$ cat config.mk
export PLATFORM = sky130hd
export DESIGN_NAME = priority_interrupt_unit
export DESIGN_NICKNAME = d
export VERILOG_FILES = /design/src/priority_interrupt_unit_pkg.sv /design/src/priority_interrupt_unit.sv
export SDC_FILE = /design/constraint.sdc
export NUM_CORES = 1
export LEC_CHECK = 0
export BUFFER_PORTS_ARGS = -buffer_cell sky130_fd_sc_hd__buf_2
export CAP_MARGIN = 10
export CORE_UTILIZATION = 45
export CTS_CLUSTER_SIZE = 28
export DETAILED_ROUTE_END_ITERATION = 10
export GPL_TIMING_DRIVEN = 1
export SYNTH_ARGS = -nofsm -noshare
export SYNTH_HDL_FRONTEND = slang
export SYNTH_SLANG_ARGS = --single-unit
export TNS_END_PERCENT = 50
$ cat constraint.sdc
create_clock -name clk_i -period 250.9 [get_ports clk_i]
set_input_delay 50.18 -clock clk_i [delete_from_list [all_inputs] [get_ports clk_i]]
set_output_delay 50.18 -clock clk_i [all_outputs]
set_load 0.02 [all_outputs]
$ cat src/priority_interrupt_unit_pkg.sv
// Function
// - five priority registers give sixteen levels to pins and peripheral sources
// - control register bit 15 reads back the synchronised nmi pin level
// - notify pin goes low while a peripheral source holds the winning request
// - priority registers reset to 0000, control resets 8000 or 0000 by nmi pin
// - decode uses only index bits 27 to 24 and 8 to 0
// - levels run 0 to 16, level 0 masks a source
// - nmi has fixed level 16 and ignores the cpu mask
// - nmi is edge sensed, edge select picks rising or falling
// - accepting nmi sets the cpu mask to 15
// - break request has fixed level 15 and sets the mask to 15
// - each external pin selects low level or falling edge sensing
// - first two priority registers hold one level per external pin
// - accepting a pin or on-chip request sets the mask to its level
// - every peripheral source carries its own vector number
// - last three registers give one level per module, fixed ranking inside
// - after reset every pin and peripheral source sits at level 0
// - equal levels resolve by the fixed default source order
// - the accepted source's vector number is presented to the cpu
package priority_interrupt_unit_pkg;
    // ------------------------------------------------------------
    // register indexes, byte address is four times the index
    // ------------------------------------------------------------
    localparam logic [27:0] IDX_PRI_A = 28'h5FFFF84;
    localparam logic [27:0] IDX_PRI_B = 28'h5FFFF86;
    localparam logic [27:0] IDX_PRI_C = 28'h5FFFF88;
    localparam logic [27:0] IDX_PRI_D = 28'h5FFFF8A;
    localparam logic [27:0] IDX_PRI_E = 28'h5FFFF8C;
    localparam logic [27:0] IDX_SENSE = 28'h5FFFF8E;
    localparam logic [3:0] AREA_BITS = 4'h5;
    // ------------------------------------------------------------
    // reset values and field positions
    // ------------------------------------------------------------
    localparam logic [15:0] PRI_RESET = 16'h0000;
    localparam int NMI_LEVEL_BIT = 15;
    localparam int NMI_EDGE_BIT = 8;
    localparam logic [15:0] SENSE_WR_MASK = 16'h01FF;
    // ------------------------------------------------------------
    // sources, levels and vectors
    // ------------------------------------------------------------
    localparam int NUM_EXT = 8;
    localparam int NUM_FIELDS = 12;
    localparam int NUM_PERIPH = 48;
    localparam int NUM_SRC = 2 + NUM_EXT + NUM_PERIPH;
    localparam int SRC_NMI = 0;
    localparam int SRC_BRK = 1;
    localparam int SRC_EXT0 = 2;
    localparam int SRC_PER0 = 10;
    localparam logic [4:0] LEVEL_NMI = 5'h10;
    localparam logic [4:0] LEVEL_BRK = 5'h0F;
    localparam logic [3:0] MASK_FIXED = 4'hF;
    localparam logic [7:0] VEC_NMI = 8'h0B;
    localparam logic [7:0] VEC_BRK = 8'h0C;
    localparam logic [7:0] VEC_EXT0 = 8'h40;
    localparam logic [7:0] VEC_PER0 = 8'h48;
endpackage : priority_interrupt_unit_pkg

$ cat src/priority_interrupt_unit.sv
`timescale 1ns/100ps
`default_nettype none
module priority_interrupt_unit (
    input wire logic clk_i,
    input wire logic rst_i,
    // wishbone slave
    input wire logic cyc_i,
    input wire logic stb_i,
    input wire logic we_i,
    input wire logic [31:0] adr_i,
    input wire logic [3:0] sel_i,
    input wire logic [31:0] dat_i,
    output logic [31:0] dat_o,
    output logic ack_o,
    // pins
    input wire logic nmi_i,
    input wire logic [7:0] ext_request_pins_n_i,
    output logic onchip_irq_notify_out_n_o,
    // on-chip sources
    input wire logic break_req_i,
    input wire logic [47:0] periph_req_i,
    // cpu side
    input wire logic [3:0] cpu_mask_level_i,
    input wire logic irq_ack_i,
    output logic irq_req_o,
    output logic [4:0] irq_level_o,
    output logic [7:0] irq_vector_o,
    output logic [3:0] new_mask_o
);
    // ------------------------------------------------------------
    // pin synchronisers
    // ------------------------------------------------------------
    logic nmi_s1_q;
    logic nmi_s2_q;
    logic nmi_prev_q;
    logic [7:0] ext_s1_q;
    logic [7:0] ext_s2_q;
    logic [7:0] ext_prev_q;

    always_ff @(posedge clk_i) begin
        if (rst_i) begin
            nmi_s1_q <= 1'b0;
            nmi_s2_q <= 1'b0;
            nmi_prev_q <= 1'b0;
            ext_s1_q <= 8'hFF;
            ext_s2_q <= 8'hFF;
            ext_prev_q <= 8'hFF;
        end else begin
            nmi_s1_q <= nmi_i;
            nmi_s2_q <= nmi_s1_q;
            nmi_prev_q <= nmi_s2_q;
            ext_s1_q <= ext_request_pins_n_i;
            ext_s2_q <= ext_s1_q;
            ext_prev_q <= ext_s2_q;
        end
    end

    // ------------------------------------------------------------
    // register file
    // ------------------------------------------------------------
    logic [15:0] pri_q [5];
    logic nmi_edge_q;
    logic [7:0] sense_q;
    logic ack_q;
    logic [31:0] rdata_q;
    logic [27:0] idx;
    logic hit;
    logic [2:0] sel_reg;
    logic [15:0] rd_val;
    logic [15:0] be_mask;
    logic wr_en;
    logic [5:0] wr_hit;

    assign idx = adr_i[29:2];

    // ------------------------------------------------------------
    // address decode
    // ------------------------------------------------------------
    always_comb begin
        hit = 1'b0;
        sel_reg = 3'h0;
        // aliases: bits 23 to 9 of the index do not take part
        if (idx[27:24] == priority_interrupt_unit_pkg::AREA_BITS) begin
            if (idx[8:0] == priority_interrupt_unit_pkg::IDX_PRI_A[8:0]) begin
                hit = 1'b1;
                sel_reg = 3'h0;
            end else if (idx[8:0] == priority_interrupt_unit_pkg::IDX_PRI_B[8:0]) begin
                hit = 1'b1;
                sel_reg = 3'h1;
            end else if (idx[8:0] == priority_interrupt_unit_pkg::IDX_PRI_C[8:0]) begin
                hit = 1'b1;
                sel_reg = 3'h2;
            end else if (idx[8:0] == priority_interrupt_unit_pkg::IDX_PRI_D[8:0]) begin
                hit = 1'b1;
                sel_reg = 3'h3;
            end else if (idx[8:0] == priority_interrupt_unit_pkg::IDX_PRI_E[8:0]) begin
                hit = 1'b1;
                sel_reg = 3'h4;
            end else if (idx[8:0] == priority_interrupt_unit_pkg::IDX_SENSE[8:0]) begin
                hit = 1'b1;
                sel_reg = 3'h5;
            end
        end
    end

    // ------------------------------------------------------------
    // read mux
    // ------------------------------------------------------------
    always_comb begin
        rd_val = 16'h0000;
        case (sel_reg)
            3'h0: begin
                rd_val = pri_q[0];
            end
            3'h1: begin
                rd_val = pri_q[1];
            end
            3'h2: begin
                rd_val = pri_q[2];
            end
            3'h3: begin
                rd_val = pri_q[3];
            end
            3'h4: begin
                rd_val = pri_q[4];
            end
            3'h5: begin
                rd_val = {7'h00, nmi_edge_q, sense_q};
                rd_val[priority_interrupt_unit_pkg::NMI_LEVEL_BIT] = nmi_s2_q;
            end
            default: begin
                rd_val = 16'h0000;
            end
        endcase
    end

    // ------------------------------------------------------------
    // write path
    // ------------------------------------------------------------
    assign be_mask = {{8{sel_i[1]}}, {8{sel_i[0]}}};
    assign wr_en = cyc_i && stb_i && we_i && ack_q && hit;

    // one write strobe per register
    always_comb begin
        wr_hit = 6'h00;
        if (wr_en) begin
            wr_hit[sel_reg] = 1'b1;
        end
    end

    // ------------------------------------------------------------
    // bus handshake
    // ------------------------------------------------------------
    // bus handshake, one wait cycle then ack
    always_ff @(posedge clk_i) begin
        if (rst_i) begin
            ack_q <= 1'b0;
            rdata_q <= 32'h00000000;
        end else begin
            ack_q <= cyc_i && stb_i && !ack_q;
            if (cyc_i && stb_i && !ack_q) begin
                rdata_q <= hit ? {16'h0000, rd_val} : 32'h00000000;
            end
        end
    end

    assign ack_o = ack_q;
    assign dat_o = rdata_q;

    // ------------------------------------------------------------
    // priority registers
    // ------------------------------------------------------------
    always_ff @(posedge clk_i) begin
        if (rst_i) begin
            for (int r = 0; r < 5; r++) begin
                pri_q[r] <= priority_interrupt_unit_pkg::PRI_RESET;
            end
        end else begin
            for (int r = 0; r < 5; r++) begin
                if (wr_hit[r]) begin
                    pri_q[r] <= (pri_q[r] & ~be_mask) | (dat_i[15:0] & be_mask);
                end
            end
        end
    end

    // ------------------------------------------------------------
    // sense control
    // ------------------------------------------------------------
    // sense control, level bit is read only
    always_ff @(posedge clk_i) begin
        if (rst_i) begin
            nmi_edge_q <= 1'b0;
            sense_q <= 8'h00;
        end else if (wr_hit[5]) begin
            if (sel_i[1]) begin
                nmi_edge_q <= dat_i[priority_interrupt_unit_pkg::NMI_EDGE_BIT];
            end
            if (sel_i[0]) begin
                sense_q <= dat_i[7:0];
            end
        end
    end

    // ------------------------------------------------------------
    // request detection
    // ------------------------------------------------------------
    logic nmi_pend_q;
    logic [7:0] ext_edge_q;
    logic nmi_edge_seen;
    logic [7:0] ext_fall;
    logic [7:0] ext_active;
    logic [5:0] win_q;
    logic win_valid_q;
    logic ack_nmi;
    logic [7:0] ack_ext;

    // ------------------------------------------------------------
    // edge detect
    // ------------------------------------------------------------
    // rising edge when select is set, falling otherwise
    assign nmi_edge_seen = nmi_edge_q ? (nmi_s2_q && !nmi_prev_q) : (!nmi_s2_q && nmi_prev_q);
    assign ext_fall = ext_prev_q & ~ext_s2_q;
    assign ack_nmi = irq_ack_i && win_valid_q && win_q == 6'(priority_interrupt_unit_pkg::SRC_NMI);

    always_comb begin
        for (int k = 0; k < priority_interrupt_unit_pkg::NUM_EXT; k++) begin
            ack_ext[k] = irq_ack_i && win_valid_q && win_q == 6'(priority_interrupt_unit_pkg::SRC_EXT0 + k);
        end
    end

    // ------------------------------------------------------------
    // nmi latch
    // ------------------------------------------------------------
    always_ff @(posedge clk_i) begin
        if (rst_i) begin
            nmi_pend_q <= 1'b0;
        end else if (nmi_edge_seen) begin
            nmi_pend_q <= 1'b1; // new edge wins over acceptance
        end else if (ack_nmi) begin
            nmi_pend_q <= 1'b0;
        end
    end

    // ------------------------------------------------------------
    // pin edge latches
    // ------------------------------------------------------------
    always_ff @(posedge clk_i) begin
        if (rst_i) begin
            ext_edge_q <= 8'h00;
        end else begin
            for (int k = 0; k < priority_interrupt_unit_pkg::NUM_EXT; k++) begin
                // sense bit k belongs to pin 7-k position order: bit 7 is pin 0
                if (ext_fall[k]) begin
                    ext_edge_q[k] <= 1'b1;
                end else if (ack_ext[k] || !sense_q[7 - k]) begin
                    ext_edge_q[k] <= 1'b0;
                end
            end
        end
    end

    // low level or latched falling edge per pin
    always_comb begin
        for (int k = 0; k < priority_interrupt_unit_pkg::NUM_EXT; k++) begin
            ext_active[k] = sense_q[7 - k] ? ext_edge_q[k] : !ext_s2_q[k];
        end
    end

    // ------------------------------------------------------------
    // arbitration
    // ------------------------------------------------------------
    logic [4:0] src_lvl [priority_interrupt_unit_pkg::NUM_SRC];
    logic [priority_interrupt_unit_pkg::NUM_SRC-1:0] src_pend;
    logic [5:0] best;
    logic [4:0] best_lvl;
    logic best_valid;
    logic [7:0] best_vec;
    logic [4:0] win_lvl_q;
    logic win_onchip;

    always_comb begin
        src_lvl[priority_interrupt_unit_pkg::SRC_NMI] = priority_interrupt_unit_pkg::LEVEL_NMI;
        src_lvl[priority_interrupt_unit_pkg::SRC_BRK] = priority_interrupt_unit_pkg::LEVEL_BRK;
        src_pend[priority_interrupt_unit_pkg::SRC_NMI] = nmi_pend_q;
        src_pend[priority_interrupt_unit_pkg::SRC_BRK] = break_req_i;
        for (int k = 0; k < priority_interrupt_unit_pkg::NUM_EXT; k++) begin
            // one field per pin
            src_lvl[priority_interrupt_unit_pkg::SRC_EXT0 + k] = {1'b0, pri_q[k / 4][15 - 4 * (k % 4) -: 4]};
            src_pend[priority_interrupt_unit_pkg::SRC_EXT0 + k] = ext_active[k];
        end
        for (int j = 0; j < priority_interrupt_unit_pkg::NUM_PERIPH; j++) begin
            // one field per module, shared by its four sources
            src_lvl[priority_interrupt_unit_pkg::SRC_PER0 + j] =
                {1'b0, pri_q[2 + (j / 16)][15 - 4 * ((j / 4) % 4) -: 4]};
            src_pend[priority_interrupt_unit_pkg::SRC_PER0 + j] = periph_req_i[j];
        end
    end

    // ------------------------------------------------------------
    // winner search
    // ------------------------------------------------------------
    // strict greater keeps the earliest source on ties
    always_comb begin
        best = 6'h00;
        best_lvl = 5'h00;
        best_valid = 1'b0;
        for (int s = 0; s < priority_interrupt_unit_pkg::NUM_SRC; s++) begin
            // level 0 never takes part
            if (src_pend[s] && src_lvl[s] != 5'h00 && src_lvl[s] > best_lvl) begin
                best = 6'(s);
                best_lvl = src_lvl[s];
                best_valid = 1'b1;
            end
        end
    end

    assign win_onchip = best_valid && best >= 6'(priority_interrupt_unit_pkg::SRC_PER0);

    // ------------------------------------------------------------
    // vector lookup
    // ------------------------------------------------------------
    // one vector per source
    always_comb begin
        if (best == 6'(priority_interrupt_unit_pkg::SRC_NMI)) begin
            best_vec = priority_interrupt_unit_pkg::VEC_NMI;
        end else if (best == 6'(priority_interrupt_unit_pkg::SRC_BRK)) begin
            best_vec = priority_interrupt_unit_pkg::VEC_BRK;
        end else begin
            best_vec = priority_interrupt_unit_pkg::VEC_EXT0 + 8'(best - 6'(priority_interrupt_unit_pkg::SRC_EXT0));
        end
    end

    // ------------------------------------------------------------
    // winner register
    // ------------------------------------------------------------
    always_ff @(posedge clk_i) begin
        if (rst_i) begin
            win_q <= 6'h00;
            win_lvl_q <= 5'h00;
            win_valid_q <= 1'b0;
            irq_vector_o <= 8'h00;
        end else begin
            win_q <= best;
            win_lvl_q <= best_lvl;
            win_valid_q <= best_valid;
            irq_vector_o <= best_vec;
        end
    end

    // ------------------------------------------------------------
    // cpu request and notify pin
    // ------------------------------------------------------------
    always_ff @(posedge clk_i) begin
        if (rst_i) begin
            onchip_irq_notify_out_n_o <= 1'b1;
        end else begin
            // peripheral winner drives the pin low
            onchip_irq_notify_out_n_o <= !win_onchip;
        end
    end

    // nmi bypasses the mask compare
    assign irq_req_o = win_valid_q &&
        (win_q == 6'(priority_interrupt_unit_pkg::SRC_NMI) || win_lvl_q > {1'b0, cpu_mask_level_i});
    assign irq_level_o = win_lvl_q;

    // ------------------------------------------------------------
    // mask to load
    // ------------------------------------------------------------
    // mask to load on acceptance
    assign new_mask_o = (win_q == 6'(priority_interrupt_unit_pkg::SRC_NMI)) ? priority_interrupt_unit_pkg::MASK_FIXED : win_lvl_q[3:0];
endmodule : priority_interrupt_unit
`default_nettype wire

==> results.yml, run 1 <==
clock_network:
  clkTransAtPathRegs_ns: 0.07
  cts.sinks: 162
  cts_hold_buffers: 0
  cts_setup_buffers: 0
  clk_latency_ns: 0.44
  root_buffer: "clkbuf_16"
  cts_buffer_depth: 2
  cts_resized: 0
  htreeDepth: 4
  cts_tree: "built"
  cts_made_buffers: 17
critical_path:
  critPathLaunch: "break_req_i"
  critical_path_required_ns: 251.18
  path_max_fanout: 17
  r2r_slack_ns: 155.19
  reg2reg_to: "irq_vector_o[5]$_SDFF_PP0_"
  reg2reg_depth: 440
  crit_end: "irq_vector_o[5]$_SDFF_PP0_"
  cp-start-kind: "input port"
  path_class: "input port to register"
  arrival_ns: 145.47
  crit_top_cell: "ha_1"
  crit_slowest_cell: "or4b_2"
  crit_path_end_kind: "register"
  r2r-start: "nmi_pend_q$_SDFFE_PP0P_"
  slowest_delay_ns: 0.72
yosys:
  synth-edff-count: 80
  synth_simple_gate_area_share_pct: 25.4
  ys_types: 127
  synthMuxAreaShare_pct: 7.27
  synthAdderAreaFrac_pct: 11.5
  async_flop_share_pct: 0
  synth_cells: 2531
  avgSynthCellArea_sq_um: 7.66
  synth-compound-area-share_pct: 28.3
  synth_warnings: 0
  ys_ff_latch: 162
  synth_top_family_by_area: "compound AO/OA/AOI/OAI gates"
  synth_area_sq_um: 19400
  synth_ff_type: "dfxtp_1"
  synth.area.top_cells: "edfxtp_1 12%, ha_1 11%, dfxtp_1 8.5%"
  yosysTopAreaCell: "edfxtp_1"
  synth-xor-area-share_pct: 0.542
  ys_seq_area_share_pct: 20.9
  synth_top_area_share_pct: 12.4
die:
  ios: 188
  dieArea_sq_um: 43900
  die_w_microns: 210
  num_rows: 75
  die_h_microns: 210
  start_util_pct: 45.9
  coreArea_sq_um: 42200
placement:
  io_buffers: 133
  place_hpwl_microns: 50000
  place_ws_ns: 106.57
  gp_congestion: 0.936
sta:
  relSlewSlack_pct: 25.7
  tns_ns: 0
  hold_slack_ns: 0.412
  fmax_mhz: 6.89
  fin_crit_sh_pct: 57.9
  finClkSkew_ns: 0.0122
  drv_slew: 0
  post-route-min-period_ns: 145.19
  final_hold_viol_count: 0
  final-setup-viol-count: 0
  setup_ws_ns: 105.72
  grt_setup_unrepaired: "no"
  worst_pin_slew_ns: 1.08
min_path:
  min-delay-start: "ext_s1_q[2]$_SDFF_PP1_"
  worst_hold_path_type: "register to register"
layout:
  fin_nets: 2910
  drive_gt1_share_pct: 14.8
  areaGrowthSynthToFinish_pct: 8.20
global_routing:
  grt_start_max_net_pins: 80
  grt_pass1_vias: 18826
  grt_pass1_wl_microns: 102000
  track_usage_pct: 28.9
  grt.overflow.total: 0
  antenna_found_initial: 3
run_status:
  status: "finished clean"
detailed_routing:
  final_antenna_net_count: 0
  drt-total-wl_microns: 64900
  vias_per_cell: 6.31
  drt_iter0_markers: 1913
  first_pass_iters: 8
  vias: 19889
  drt-wirelength-per-cell_microns: 20.6
  drcViolationCount: 0
flow_run:
  drv_cap: 0
layout by cell type, fill, tap and decap left out, types with 22 or more instances in the layout:
cell | netlist | layout
nand2_1 | 255 | 255
nand3_1 | 51 | 51
ha_1 | 175 | 175
o211ai_1 | 33 | 33
or2_2 | 49 | 49
o21ai_0 | 152 | 152
edfxtp_1 | 80 | 80
nand2b_1 | 61 | 61
a31oi_1 | 40 | 40
and3_1 | 77 | 77
mux2_2 | 75 | 75
nor2b_1 | 28 | 28
nor3_1 | 35 | 34
a21oi_1 | 226 | 226
mux2i_1 | 42 | 42
buf_2 | 4 | 133
inv_1 | 171 | 170
dfxtp_1 | 82 | 81
a211oi_1 | 22 | 22
nand4_1 | 29 | 29
nor2_1 | 239 | 237
and2_1 | 35 | 35
Yosys cell counts, types with 40 or more instances:
| master | n |
|---|---|
| mux2_2 | 75 |
| a21oi_1 | 226 |
| ha_1 | 175 |
| nand2_1 | 255 |
| and3_1 | 77 |
| or2_2 | 49 |
| edfxtp_1 | 80 |
| clkbuf_1 | 80 |
| dfxtp_1 | 82 |
| o21ai_0 | 152 |
| inv_1 | 171 |
| mux2i_1 | 42 |
| nor2_1 | 239 |
| a31oi_1 | 40 |
| nand3_1 | 51 |
| nand2b_1 | 61 |
per-stage QoR:
step                util [%]  cells  area [sq um]
floorplan                  -   2547         19400
global placement        48.3   3119         20400
detailed placement      48.3   3119         20400
CTS                     49.7   3151         21000
global route            49.7   3152         21000
finish                  49.7   3153         21000
layout make-up:
| cell class | count | area, sq um |
|---|---|---|
| well taps | 539 | 674 |
| repair buffers | 148 | 778 |
| diodes | 2 | 5.00 |
| fillers | 4262 | 21300 |
| inverters | 175 | 657 |
| multi-input cells | 2095 | 14200 |
| clock inverters | 15 | 156 |
| clock buffers | 17 | 425 |
| flip-flops and latches | 162 | 4050 |
registers in the layout (all words and copies together), names as in the netlist, 5 cells and up:
register,flops
pri_q,80
dat_o,16
ext_edge_q,8
ext_prev_q,8
ext_s1_q,8
ext_s2_q,8
sense_q,8
irq_vector_o,7
win_q,6
irq_level_o,5
worst min path at each step:
stage,to,slack [ns],depth (start not counted)
global placement,ext_s2_q[2]$_SDFF_PP1_,0.39,1
CTS,ext_s2_q[5]$_SDFF_PP1_,0.42,1
global route,ext_s2_q[2]$_SDFF_PP1_,0.42,1
finish,ext_s2_q[2]$_SDFF_PP1_,0.41,1
detailed placement,ext_s2_q[5]$_SDFF_PP1_,0.40,1
floorplan,ext_s2_q[0]$_SDFF_PP1_,0.39,1
cells by family (layout without fill, tap and decap cells):
logic type | count (synthesis) | in the layout
AND/OR/NAND/NOR | 969 | 969
AO/OA/AOI/OAI | 790 | 790
buffers and inverters | 290 | 355
adder cells (fa/ha/maj) | 179 | 179
flip-flops | 162 | 162
multiplexers | 128 | 128
XOR/XNOR | 12 | 12
other | 1 | 19
critical path: cells and delay by family:
| kind | cells | cell delay (ns) |
|---|---|---|
| and+or+nand+nor | 132 | 26.41 |
| buffers and inverters | 42 | 3.26 |
| adders and majority gates | 57 | 15.62 |
| muxes | 36 | 12.59 |
| AOI/OAI and AO/OA | 173 | 37.31 |
routing by layer:
layer | track usage (%) | vias to the layer above | wire [microns] | part of all wire, %
li1 | - | 9546 | - | -
met1 | 39.5 | 9488 | 28800 | 44
met2 | 47.8 | 759 | 29700 | 46
met3 | 3.83 | 94 | 4880 | 7.5
met4 | 7.65 | 2 | 1540 | 2.4
met5 | 0 | - | 9 | 0.014
Power of run 1 is left out: the tool's default activity adds up to more than one toggle a clock period on the data nets, which glitch-free logic cannot reach.
==> inputs of run 2 (changes only) <==
--- a/config.mk
+++ b/config.mk
@@ -5,12 +5,14 @@
 export SDC_FILE = /design/constraint.sdc
 export NUM_CORES = 1
 export LEC_CHECK = 0
+export ABC_AREA = 1
 export BUFFER_PORTS_ARGS = -buffer_cell sky130_fd_sc_hd__buf_2
 export CAP_MARGIN = 10
 export CORE_UTILIZATION = 45
 export CTS_CLUSTER_SIZE = 28
 export DETAILED_ROUTE_END_ITERATION = 10
 export GPL_TIMING_DRIVEN = 1
+export PLACE_DENSITY = 0.66
 export SYNTH_ARGS = -nofsm -noshare
 export SYNTH_HDL_FRONTEND = slang
 export SYNTH_SLANG_ARGS = --single-unit
==> constraint.sdc (replaced) <==
create_clock -name clk_i -period 121.4 [get_ports clk_i]
set_input_delay 24.28 -clock clk_i [delete_from_list [all_inputs] [get_ports clk_i]]
set_output_delay 24.28 -clock clk_i [all_outputs]
set_load 0.02 [all_outputs]
==> results.yml, run 2 <==
die:
  num_rows: 74
  die_w_microns: 207
  coreArea_sq_um: 41100
  ios: 188
  dieArea_sq_um: 42700
  die_h_microns: 207
  start_util_pct: 45.9
clock_network:
  cts.sinks: 162
  cts_resized: 0
  cts_made_buffers: 17
  cts_buffer_depth: 2
  cts_tree: "built"
  cts_setup_buffers: 0
  clk_latency_ns: 0.44
  clkTransAtPathRegs_ns: 0.07
  root_buffer: "clkbuf_16"
  cts_hold_buffers: 0
  htreeDepth: 4
yosys:
  async_flop_share_pct: 0
  synth.area.top_cells: "edfxtp_1 13%, ha_1 12%, nand2_1 12%"
  synth-edff-count: 80
  yosys-top-cells-count: "583 x nand2_1, 448 x inv_1, 219 x nor2_1"
  yosysTopAreaCell: "edfxtp_1"
  synth.most_common_cell: "nand2_1"
  synth_area_sq_um: 18900
  synth-xor-area-share_pct: 0.0464
  synth_simple_gate_area_share_pct: 37.6
  synth_cells: 2818
  synth-compound-area-share_pct: 13.7
  ys_types: 65
  synth_warnings: 0
  synth_top_family_by_area: "simple AND/OR/NAND/NOR gates"
  avgSynthCellArea_sq_um: 6.69
  ys_ff_latch: 162
  synthAdderAreaFrac_pct: 11.6
  ys_seq_area_share_pct: 21.4
  synth_ff_type: "dfxtp_1"
  synthMuxAreaShare_pct: 0
  synth_top_area_share_pct: 12.7
layout:
  regMostFlops: "pri_q"
  drive_gt1_share_pct: 18.6
  fillers: 4255
  final_cell_mix: "583 x nand2_1, 448 x inv_1, 219 x nor2_1"
  fin_nets: 3194
  largest_register_ffs: 80
  layout_commonest_cell: "nand2_1"
  stdcell_count: 3429
  areaGrowthSynthToFinish_pct: 5.80
sta:
  grt_setup_unrepaired: "no"
  tns_ns: 0
  drv_slew: 0
  hold_slack_ns: 0.406
  final-setup-viol-count: 0
  finClkSkew_ns: 0.0128
  setup_ws_ns: 32.42
  final_hold_viol_count: 0
  post-route-min-period_ns: 88.98
  worst_pin_slew_ns: 1.27
  fin_crit_sh_pct: 73.3
  fmax_mhz: 11.2
  relSlewSlack_pct: 15.2
global_routing:
  track_usage_pct: 25.5
  antenna_found_initial: 1
  grt_pass1_vias: 17087
  grt.overflow.total: 0
  grt_pass1_wl_microns: 86500
  grt_start_max_net_pins: 81
detailed_routing:
  vias: 18353
  drt-wirelength-per-cell_microns: 15.8
  drt_iter0_markers: 1185
  final_antenna_net_count: 0
  first_pass_iters: 8
  drcViolationCount: 0
  drt-total-wl_microns: 54100
  vias_per_cell: 5.35
critical_path:
  crit_top_cell: "nand2_1"
  slowest_delay_ns: 0.45
  path_class: "input port to register"
  path_max_fanout: 17
  arrival_ns: 89.27
  critical_path_required_ns: 121.68
  crit_path_end_kind: "register"
  cp-start-kind: "input port"
  crit_slowest_cell: "inv_1"
placement:
  place_ws_ns: 32.44
  gp_congestion: 0.975
  io_buffers: 133
  placed_cells: 3396
  place_hpwl_microns: 42600
min_path:
  worst_hold_path_type: "register to register"
run_status:
  status: "finished clean"
flow_run:
  drv_cap: 0
==> run 2: metal layers <==
| layer | share of wire (%) | GRT usage (%) | vias up |
|---|---|---|---|
| met5 | 0 | 0 | - |
| met2 | 47 | 43.3 | 512 |
| li1 | - | - | 9328 |
| met1 | 44 | 33.5 | 8424 |
| met3 | 6.1 | 2.83 | 89 |
| met4 | 2.8 | 8.68 | 0 |
==> run 2: per-stage QoR <==
stage / utilization, % / area, sq um
CTS: 48.5 / 20000
global route: 48.5 / 20000
finish: 48.5 / 20000
floorplan: - / 18900
global placement: 47.1 / 19400
detailed placement: 47.1 / 19400
==> run 2: cells by family after synthesis <==
logic type / Yosys count
simple gates: 1392
buf+inv: 623
compound gates: 464
fa+ha+maj: 175
flops: 162
xor+xnor: 1
other cells: 1
==> run 2: worst max-delay path, delay by kind of cell <==
family / cells / cell delay [ns]
buffers and inverters: 40 / 2.56
and+or+nand+nor: 310 / 33.35
adders and majority gates: 57 / 17.69
AOI/OAI and AO/OA: 58 / 11.39
==> run 2: path summary, 6_finish.rpt <==
| path | cells past startpoint | slack, ns | endpoint | start |
|---|---|---|---|---|
| worst min-delay path | 2 | 0.41 | nmi_s2_q$_SDFF_PP0_ | nmi_s1_q$_SDFF_PP0_ |
| worst min register to register | 2 | 0.41 | nmi_s2_q$_SDFF_PP0_ | nmi_s1_q$_SDFF_PP0_ |
| worst max-delay path | 465 | 32.42 | irq_vector_o[3]$_SDFF_PP0_ | break_req_i |
| worst max register to register | 465 | 55.78 | irq_vector_o[3]$_SDFF_PP0_ | nmi_pend_q$_SDFFE_PP0P_ |
==> run 2: layout make-up <==
cell class | count | area (sq um) | share of cell area, %
Multi-Input combinational cell | 2049 | 11900 | 59.8
Sequential cell | 162 | 4050 | 20.3
Inverter | 509 | 1980 | 9.93
Timing Repair Buffer | 144 | 748 | 3.75
Tap cell | 532 | 666 | 3.34
Clock buffer | 20 | 458 | 2.30
Clock inverter | 12 | 114 | 0.571
Antenna cell | 1 | 2.50 | 0.0125
Power of run 2 is left out for the same reason.
